<file path="src/logic/lcdi_params.svh">
// Constants for the display controller power-on initializer
`ifndef LCDI_PARAMS_SVH
`define LCDI_PARAMS_SVH
`define LCDI_RAM_DEPTH      80
`define LCDI_ADDR_W         7
`define LCDI_SPACE_CODE     8'h20
`define LCDI_LAST_ADDR      7'h4f
`define LCDI_BUS8_RST       1'b1
`define LCDI_LINES2_RST     1'b0
`define LCDI_FONT11_RST     1'b0
`define LCDI_DISP_RST       1'b0
`define LCDI_CURS_RST       1'b0
`define LCDI_BLINK_RST      1'b0
`define LCDI_INC_RST        1'b1
`define LCDI_SHIFT_RST      1'b0
`define LCDI_RDATA_RST      8'h00
`define LCDI_ADDR_STEP      7'h01
`define LCDI_ADDR_RST       7'h00
`endif

</file>
<file path="src/logic/lcdi_pkg.sv">
// Types for the display controller power-on initializer
package lcdi_pkg;
    typedef struct packed {
        logic bus_width_sel;
        logic two_lines;
        logic font_5x11;
        logic display_on;
        logic cursor_on;
        logic blink_on;
        logic addr_inc;
        logic display_shift;
    } lcdi_cfg_t;

    typedef enum logic [1:0] {
        LCDI_IDLE  = 2'b00,
        LCDI_CLEAR = 2'b01,
        LCDI_DONE  = 2'b10
    } lcdi_state_t;
endpackage

</file>
<file path="src/logic/lcdi_init.sv">
// Power-on initialization sequencer for a character display controller
`timescale 1ns/1ps
`include "lcdi_params.svh"

// What this block does
// - Reset sets bus width to 8-bit, held through the sequence.
// - Reset sets single-line display mode.
// - Display, cursor and blink all switched off.
// - Address step direction set to increment.
// - Whole-display shift on write disabled.
// - Every display RAM location filled with space.
// - Busy indicator high throughout the initialization.
module lcdi_init
    import lcdi_pkg::*;
(
    // Clock and reset
    input  wire logic                      i_clk,
    input  wire logic                      i_reset_n,
    input  wire logic                      i_clk_en,
    // Host instruction side: loads new settings after init
    input  wire logic                      i_cfg_load,
    input  wire lcdi_cfg_t                 i_cfg,
    // Display RAM port: host write and display read
    input  wire logic                      i_ram_we,
    input  wire logic [`LCDI_ADDR_W-1:0]   i_ram_addr,
    input  wire logic [7:0]                i_ram_wdata,
    output logic [7:0]                     o_ram_rdata,
    // Status
    output lcdi_cfg_t                      o_cfg,
    output logic                           o_busy_indicator,
    output logic                           o_init_done
);
    // Display RAM storage
    logic [7:0]              display_data_ram [0:`LCDI_RAM_DEPTH-1];

    // Sequencer state
    lcdi_state_t             state_r;
    lcdi_state_t             state_nxt;
    logic [`LCDI_ADDR_W-1:0] clr_addr_r;
    logic [`LCDI_ADDR_W-1:0] clr_addr_nxt;
    logic                    clr_last;
    logic                    init_run;
    logic                    init_fin;

    // Host access qualifiers
    logic                    addr_ok;
    logic                    host_wr;
    logic                    host_rd;
    logic                    host_load;

    // Shared RAM write port
    logic                    wr_en;
    logic [`LCDI_ADDR_W-1:0] wr_addr;
    logic [7:0]              wr_data;
    logic [`LCDI_RAM_DEPTH-1:0] wr_sel;

    // Output registers
    logic [7:0]              rdata_r;
    lcdi_cfg_t               cfg_r;

    // Phase decode from the state register
    assign init_run = (state_r == LCDI_CLEAR);
    assign init_fin = (state_r == LCDI_DONE);
    assign clr_last = (clr_addr_r == `LCDI_LAST_ADDR);

    // Addresses above the single-line range are dropped silently
    assign addr_ok   = (i_ram_addr <= `LCDI_LAST_ADDR);

    // Host requests count only once the clear pass is over
    assign host_wr   = init_fin && i_ram_we && addr_ok;
    assign host_rd   = init_fin && addr_ok;
    assign host_load = init_fin && i_cfg_load;

    // Next-state logic of the sequencer
    always_comb
    begin
        state_nxt    = state_r;
        clr_addr_nxt = clr_addr_r;
        unique case (state_r)
            LCDI_IDLE:
                state_nxt = LCDI_CLEAR;
            LCDI_CLEAR:
            begin
                clr_addr_nxt = clr_addr_r + `LCDI_ADDR_STEP;
                if (clr_last)
                    state_nxt = LCDI_DONE;
            end
            LCDI_DONE:
                state_nxt = LCDI_DONE;
            default:
                state_nxt = LCDI_IDLE;
        endcase
    end

    // Idle one cycle after reset release, then clear, then done
    always_ff @(posedge i_clk or negedge i_reset_n)
    begin
        if (!i_reset_n)
            state_r <= LCDI_IDLE;
        else if (i_clk_en)
            state_r <= state_nxt;
    end

    // Clear pointer walks the RAM one word per cycle
    always_ff @(posedge i_clk or negedge i_reset_n)
    begin
        if (!i_reset_n)
            clr_addr_r <= `LCDI_ADDR_RST;
        else if (i_clk_en)
            clr_addr_r <= clr_addr_nxt;
    end

    // The clear pass owns the write port; host writes wait for done
    always_comb
    begin
        wr_en   = 1'b0;
        wr_addr = i_ram_addr;
        wr_data = i_ram_wdata;
        if (init_run)
        begin
            wr_en   = 1'b1;
            wr_addr = clr_addr_r;
            wr_data = `LCDI_SPACE_CODE;
        end
        else if (host_wr)
        begin
            wr_en = 1'b1;
        end
    end

    // RAM has no reset, so each entry is loaded by the clear pass
    genvar g;
    generate
        for (g = 0; g < `LCDI_RAM_DEPTH; g++)
        begin : gen_entry
            assign wr_sel[g] = wr_en && (wr_addr == 7'(g));

            always_ff @(posedge i_clk)
            begin
                if (i_clk_en && wr_sel[g])
                    display_data_ram[g] <= wr_data;
            end
        end
    endgenerate

    // Registered read; a read during a write returns the old word
    always_ff @(posedge i_clk or negedge i_reset_n)
    begin
        if (!i_reset_n)
            rdata_r <= `LCDI_RDATA_RST;
        else if (i_clk_en && host_rd)
            rdata_r <= display_data_ram[i_ram_addr];
    end

    // Defaults hold from reset; host loads ignored while busy
    always_ff @(posedge i_clk or negedge i_reset_n)
    begin
        if (!i_reset_n)
        begin
            cfg_r.bus_width_sel <= `LCDI_BUS8_RST;
            cfg_r.two_lines     <= `LCDI_LINES2_RST;
            cfg_r.font_5x11     <= `LCDI_FONT11_RST;
            cfg_r.display_on    <= `LCDI_DISP_RST;
            cfg_r.cursor_on     <= `LCDI_CURS_RST;
            cfg_r.blink_on      <= `LCDI_BLINK_RST;
            cfg_r.addr_inc      <= `LCDI_INC_RST;
            cfg_r.display_shift <= `LCDI_SHIFT_RST;
        end
        else if (i_clk_en && host_load)
            cfg_r <= i_cfg;
    end

    // Data outputs straight from their registers
    assign o_ram_rdata      = rdata_r;
    assign o_cfg            = cfg_r;

    // Status follows the state register with no extra delay
    assign o_busy_indicator = !init_fin;
    assign o_init_done      = init_fin;
endmodule

</file>
<file path="config.mk">
export PLATFORM = sky130hd
export DESIGN_NAME = lcdi_init
export DESIGN_NICKNAME = d
export VERILOG_FILES = /design/src/logic/lcdi_pkg.sv /design/src/logic/lcdi_init.sv
export VERILOG_INCLUDE_DIRS = /design/src /design/src/logic
export SDC_FILE = /design/constraint.sdc
export NUM_CORES = 1
export LEC_CHECK = 0
export ABC_CLOCK_PERIOD_IN_PS = 7000
export BUFFER_PORTS_ARGS = -buffer_cell sky130_fd_sc_hd__buf_2
export CELL_PAD_IN_SITES_DETAIL_PLACEMENT = 1
export CELL_PAD_IN_SITES_GLOBAL_PLACEMENT = 2
export CORE_MARGIN = 4
export CORE_UTILIZATION = 49
export CTS_CLUSTER_SIZE = 8
export DETAILED_ROUTE_END_ITERATION = 10
export GPL_TIMING_DRIVEN = 1
export PLACE_DENSITY_LB_ADDON = 0.1
export SYNTH_ARGS = -nofsm -noshare
export SYNTH_HDL_FRONTEND = slang
export SYNTH_SLANG_ARGS = --single-unit
</file>
<file path="constraint.sdc">
create_clock -name i_clk -period 7 [get_ports i_clk]
set_input_delay 1.75 -clock i_clk [delete_from_list [all_inputs] [get_ports i_clk]]
set_output_delay 1.75 -clock i_clk [all_outputs]
set_load 0.01 [all_outputs]
</file>
# --- After elaboration in Yosys (flattened, before gate mapping) ---
# Memory sizes are Yosys's and may differ from the RTL's. A register that Yosys moved wholly into a read port is not among the register bits.
# Index checks and enable logic that the tools add are counted.
op_classes:
  add_sub_neg: 1
  eq_ne: 83
  magnitude_cmp: 1
  muxes: 403
  reduce_logical: 251
op_table:
  columns: ["cell", "n"]
  rows:
  - ["8-bit two-way mux", 80]
  - ["8-bit OR reduction", 79]
  - ["7-bit two-way mux", 80]
  - ["1-bit two-way mux", 241]
  - ["7-bit by 6-bit == test with 1-bit output, second input constant", 32]
  - ["1-bit logical AND", 166]
  - ["7-bit == test, second input constant", 17]
  - ["7-bit by 5-bit == test with 1-bit output, second input constant", 16]
  - ["7-bit by 4-bit == test with 1-bit output, second input constant", 8]
  - ["7-bit by 3-bit == test with 1-bit output, second input constant", 4]
  - ["7-bit by 2-bit == test with 1-bit output, second input constant", 2]
  - ["7-bit by 1-bit adder with 7-bit output, second input constant", 1]
  - ["7-bit by 1-bit == test with 1-bit output, second input constant", 1]
  - ["7-bit less-or-equal comparator, second input constant", 1]
  - ["7-bit logical NOT", 1]
  - ["2-bit case mux with 3 select lines", 1]
  - ["2-bit AND reduction", 2]
  - ["2-bit by 1-bit == test with 1-bit output, second input constant", 1]
  - ["2-bit == test, second input constant", 1]
  - ["1-bit logical NOT", 2]
  - ["2-bit logical NOT", 1]
  - ["2-bit two-way mux", 1]
  - ["2-bit != test, second input constant", 1]
totals:
  word_cells: 750
  in_bits: 28
  mem_count: 1
  reg_bits: 17
  output_inout_bits: 18
  mem_bits_rw: 640
memory_table:
  columns: ["name", "depth", "word_bits", "rd", "rd_ports_with_merged_regs", "wr", "line", "source"]
  rows:
  - ["display_data_ram", 80, 8, 1, 1, 1, "lcdi_init.sv:34", "logic [7:0] display_data_ram [0:`LCDI_RAM_DEPTH-1];"]

# --- Logic depth before layout (Yosys ltp) ---
logic_depth:
  ltp_word: 89
  mapped_depth: 9
  ltp_nobuf: 7

# --- Worst setup path before layout ---
# No wires, ideal clock.
synth_timing:
  path_type: "input -> register"
  startpoint: "input i_ram_wdata[0]"
  endpoint: "memory display_data_ram[0][0], data pin"
  setup_time_ns: 0.592
  arrival_ns: 3.726
  path_stages: 1
  setup_slack_ns: 2.682
  path_buffers: 0
  required_ns: 6.408
  cell_sequence: "nor2b_1"
synth_between:
  elab_chain_len: 80
synth_lines:
  columns: ["item", "line", "source"]
  rows:
  - ["start: declaration", "lcdi_init.sv:26", "input wire logic [7:0] i_ram_wdata,"]
  - ["8-bit two-way mux (*)", "lcdi_init.sv:119", "if (init_run)"]
  - ["8-bit two-way mux (no line) (78 in series)", null, null]
  - ["8-bit two-way mux (no line) (*)", null, null]
  - ["end: declaration", "lcdi_init.sv:34", null]
# Mark *: on every way between the ends. The rest lies on a longest branch, timed or not.

# --- Worst setup path after layout ---
layout_timing:
  startpoint: "input i_ram_addr[0]"
  endpoint: "register rdata_r[5] (netlist: o_ram_rdata[5]) (read register of display_data_ram)"
layout_between:
  elab_chain_len: 3
layout_lines:
  columns: ["item", "line", "source"]
  rows:
  - ["start: declaration", "lcdi_init.sv:25", "input wire logic [`LCDI_ADDR_W-1:0] i_ram_addr,"]
  - ["7-bit less-or-equal comparator (no line)", null, null]
  - ["1-bit logical AND", "lcdi_init.sv:71", "assign host_rd = init_fin && addr_ok;"]
  - ["1-bit logical AND", "lcdi_init.sv:151", "else if (i_clk_en && host_rd)"]
  - ["end: declaration", "lcdi_init.sv:58", "logic [7:0] rdata_r;"]
# Parallel ways exist; a longest one is shown, timed or not.
# A chain may end at the register's enable or synchronous reset.

==> impl_metrics.prom <==
# TYPE chip_impl_metric gauge
chip_impl_info{name="setup.worst_path.end_class",value="flop"} 1
chip_impl_metric{name="drt_iter0_drc",unit=""} 1052
chip_impl_metric{name="fin_worst_hold_slack",unit="ps"} 504
chip_impl_info{name="r2r_start",value="state_r[1]$_DFFE_PN0P_"} 1
chip_impl_metric{name="hold_violations",unit=""} 0
chip_impl_metric{name="grt_util_met3",unit="%"} 4.40
chip_impl_metric{name="worst_ep_arrival_time",unit="ps"} 4790
chip_impl_metric{name="synth-warning-count",unit=""} 0
chip_impl_metric{name="design_power_total",unit="mW"} 9.83
chip_impl_metric{name="power.static_leakage",unit="nW"} 9.37
chip_impl_metric{name="final_period_minus_worst_setup_slack",unit="ps"} 4290
chip_impl_metric{name="clock_insertion_delay_worst_skew",unit="ps"} 630
chip_impl_info{name="setup.worst_path.start_class",value="input port"} 1
chip_impl_metric{name="timing.critical_path.required",unit="ps"} 7500
chip_impl_info{name="synth_top_family_by_area",value="multiplexers"} 1
chip_impl_metric{name="gp_routability_congestion",unit=""} 0.771
chip_impl_info{name="rsz0062_at_grt",value="false"} 1
chip_impl_metric{name="clk_pin_slew_worst_paths",unit="ps"} 50
chip_impl_metric{name="cp_max_fo",unit=""} 64
chip_impl_metric{name="setup_total_negative_slack",unit="ps"} 0
chip_impl_metric{name="finalClockSkew",unit="ps"} 22.5
chip_impl_info{name="timing.setup.critical_path_class",value="input port to flop"} 1
chip_impl_metric{name="fill_cells",unit=""} 4515
chip_impl_metric{name="tritoncts.num_buffers",unit=""} 93
chip_impl_metric{name="synth_sequential_area_ratio",unit="%"} 76.3
chip_impl_info{name="netlist.top_cell.by_area",value="edfxtp_1"} 1
chip_impl_info{name="outcome",value="finished, final reports clean"} 1
chip_impl_metric{name="vias_per_cell",unit=""} 6.10
chip_impl_metric{name="place_inst",unit=""} 1925
chip_impl_metric{name="netlist-cell-type-count",unit=""} 43
chip_impl_info{name="reg2reg_to",value="display_data_ram[78][2]$_DFFE_PP_"} 1
chip_impl_info{name="grt.busiest_layer",value="met2"} 1
chip_impl_metric{name="sequential_cell_area",unit="um2"} 19800
chip_impl_metric{name="top_level_ports",unit=""} 46
chip_impl_metric{name="netlist_instances",unit=""} 1239
chip_impl_metric{name="yosys.area_share.adder",unit="%"} 0.193
chip_impl_metric{name="antenna_cells",unit=""} 0
chip_impl_metric{name="number_of_sinks_driven_by_the_clock_tree",unit=""} 665
chip_impl_metric{name="synthesis.nets",unit=""} 1271
chip_impl_metric{name="final.setup.worst_slack",unit="ps"} 2710
chip_impl_metric{name="cts-hold-fix-buffers",unit=""} 0
chip_impl_metric{name="p_per_area",unit="nW/um2"} 333
chip_impl_metric{name="synth-seq-cells",unit=""} 665
chip_impl_metric{name="slew_headroom",unit="%"} 20.9
chip_impl_info{name="clockRootBuffer",value="clkbuf_16"} 1
chip_impl_info{name="worst_hold_path_type",value="flop to flop"} 1
chip_impl_metric{name="flow.area_growth_from_synthesis",unit="%"} 13.5
chip_impl_metric{name="routed_wirelength",unit="mm"} 63.1
chip_impl_metric{name="r2r_cells",unit=""} 6
chip_impl_metric{name="syn_area_per_cell",unit="um2"} 21.0
chip_impl_metric{name="initial_antenna_violation_count",unit=""} 0
chip_impl_metric{name="placement.io_buffers",unit=""} 45
chip_impl_metric{name="cts_buffer_depth",unit=""} 3
chip_impl_metric{name="multi_input_area",unit="um2"} 5830
chip_impl_metric{name="die_h",unit="um"} 238
chip_impl_metric{name="drtAntennaViolNets",unit=""} 0
chip_impl_metric{name="synth-simple-area-share",unit="%"} 3.27
chip_impl_metric{name="grt_use_met2",unit="%"} 34.3
chip_impl_metric{name="design.core.area",unit="um2"} 52600
chip_impl_metric{name="grt_pass1_vias",unit=""} 13600
chip_impl_metric{name="grt_usage",unit="%"} 22.7
chip_impl_metric{name="groute.layer.met1.usage",unit="%"} 33.8
chip_impl_info{name="synth_top_cells_by_area",value="edfxtp_1 74%, mux4_2 15%, dfrtp_1 2.2%"} 1
chip_impl_metric{name="peakVddDrop",unit="V"} 0.000181
chip_impl_metric{name="floorplan.rows",unit=""} 84
chip_impl_metric{name="die_width",unit="um"} 238
chip_impl_metric{name="synthXorXnorAreaFrac",unit="%"} 0.202
chip_impl_metric{name="timing.final.crit_share",unit="%"} 61.3
chip_impl_metric{name="htree_levels",unit=""} 3
chip_impl_metric{name="dpl_worst_slack",unit="ps"} 2020
chip_impl_metric{name="r2r_setup_slack",unit="ps"} 3330
chip_impl_metric{name="stdcell_count",unit=""} 2062
chip_impl_metric{name="cts.repair_timing.setup_buffer_count",unit=""} 0
chip_impl_metric{name="global_route_wire_length_before_repair",unit="mm"} 93.9
chip_impl_metric{name="instance_count_along_the_most_critical_hold_path",unit=""} 1
chip_impl_metric{name="dp.final_hpwl",unit="mm"} 37.1
chip_impl_metric{name="starting_density_of_the_core",unit="%"} 49.5
chip_impl_metric{name="max_slew.worst_pin.slew",unit="ps"} 1180
chip_impl_metric{name="drive_above_1_share",unit="%"} 25.9
chip_impl_metric{name="die_area",unit="um2"} 56800
chip_impl_metric{name="max_freq",unit="MHz"} 233
chip_impl_info{name="timing.hold.worst.start",value="o_cfg[6]$_DFFE_PN0P_"} 1
chip_impl_metric{name="slew_violations",unit=""} 0
chip_impl_info{name="cts_tree",value="yes"} 1
chip_impl_metric{name="gr-total-overflow",unit=""} 0
chip_impl_metric{name="grt_start_max_net_pins",unit=""} 128
chip_impl_metric{name="synthMuxAreaShare",unit="%"} 16.4
chip_impl_metric{name="drcViolationCount",unit=""} 0
chip_impl_metric{name="final_net_count",unit=""} 1364
chip_impl_metric{name="number_of_cells_upsized_or_downsized_after_cts",unit=""} 0
chip_impl_metric{name="final-setup-viol-count",unit=""} 0
chip_impl_info{name="final_cell_mix",value="640 x edfxtp_1, 168 x mux4_2, 103 x nor2_1, 95 x clkbuf_16, 48 x nand2_1"} 1
chip_impl_info{name="mostFrequentLayoutCell",value="edfxtp_1"} 1
chip_impl_metric{name="avg_wl_per_cell",unit="um"} 30.6
chip_impl_metric{name="netlist_area",unit="um2"} 26000
chip_impl_metric{name="max_cap_violations",unit=""} 0
chip_impl_metric{name="dr_total_vias",unit=""} 12600
chip_impl_metric{name="synth_top_area_share",unit="%"} 73.9
chip_impl_metric{name="detailedRoute.firstPassIterationCount",unit=""} 4
chip_impl_info{name="worst_hold_path.endpoint",value="o_cfg[6]$_DFFE_PN0P_"} 1
chip_impl_metric{name="synth-compound-area-share",unit="%"} 2.14
area by class of cell:
type | count | share of cell area [%]
multi-input cells | 506 | 19.8
clock buffers | 132 | 8.53
flip-flops and latches | 665 | 67.3
well taps | 688 | 2.92
inverters | 7 | 0.0891
repair buffers | 59 | 1.22
clock inverters | 5 | 0.199
stage by stage:
step,utilization (%),area (um2)
after floorplan,-,26000
after global placement,51.2,26900
after detailed placement,51.2,26900
after CTS,56.1,29500
after global routing,56.1,29500
final,56.1,29500
state kept, by name, indices dropped and copies added (netlist names):
| signal | cells |
|---|---|
| display_data_ram | 640 |
| o_cfg | 8 |
| o_ram_rdata | 8 |
| clr_addr_r | 7 |
| state_r | 2 |
metal layers:
layer | wire length (um) | vias to the layer above
met5 | 0 | -
li1 | - | 5310
met4 | 1750 | 0
met3 | 3690 | 100
met1 | 28300 | 6783
met2 | 29400 | 379
how the worst max path moves through the flow:
stage | from | endpoint | cells past startpoint
6_report | i_ram_addr[0] | o_ram_rdata[5]$_DFFE_PN0P_ | 7
3_3_place_gp | i_ram_addr[0] | o_ram_rdata[5]$_DFFE_PN0P_ | 7
4_1_cts | i_ram_addr[0] | o_ram_rdata[5]$_DFFE_PN0P_ | 7
3_5_place_dp | i_ram_addr[0] | o_ram_rdata[5]$_DFFE_PN0P_ | 7
2_1_floorplan | i_ram_wdata[0] | display_data_ram[0][0]$_DFFE_PP_ | 1
5_1_grt | i_ram_addr[0] | o_ram_rdata[2]$_DFFE_PN0P_ | 7
synth_stat cells:
cell      count
buf_2        21
edfxtp_1    640
or3_1         1
nor2_1      103
nor4b_2       1
xor2_1        2
a22oi_1       8
inv_1         6
or3b_2        1
nand3b_1      3
a32oi_1       8
o41ai_1       1
buf_6         6
nand2b_1      2
nand4_1       1
clkbuf_2      1
a21oi_1      18
nand2_1      48
buf_4        12
buf_1         6
nand3_1      20
ha_1          4
a32o_1        1
o21a_1        1
dfrtp_1      23
mux4_2      168
dfstp_2       2
nor2b_1      12
xnor2_1       4
o21ai_0       2
and4_1        1
o211ai_1      8
or2_2         2
inv_2         1
o32a_1        1
nor3_1        1
mux2i_1      33
clkbuf_1     15
o22ai_1      33
o32ai_1       2
nor4bb_1      1
o21ai_1       1
mux2_2       14
cell families (layout without fill, tap and decap cells):
| group | after synthesis | count (layout) |
|---|---|---|
| AO/OA/AOI/OAI | 84 | 84 |
| XOR/XNOR | 6 | 6 |
| adder cells (fa/ha/maj) | 4 | 4 |
| buffers and inverters | 68 | 203 |
| flip-flops | 665 | 665 |
| multiplexers | 215 | 215 |
| AND/OR/NAND/NOR | 197 | 197 |
critical path, cell delays in order:
cell and delay (ps):
buf_8 520, buf_4 810, mux4_2 600, mux2i_1 340, o22ai_1 240, nor2_1 290, a21oi_1 110
power by group:
group,internal [mW],leakage (nW),switching (mW)
Sequential,4.72,6.09,0.0884
Clock,2.45,1.24,1.57
Combinational,0.287,2.04,0.710
Total,7.46,9.37,2.37
Power figures use the tool's default switching activity.
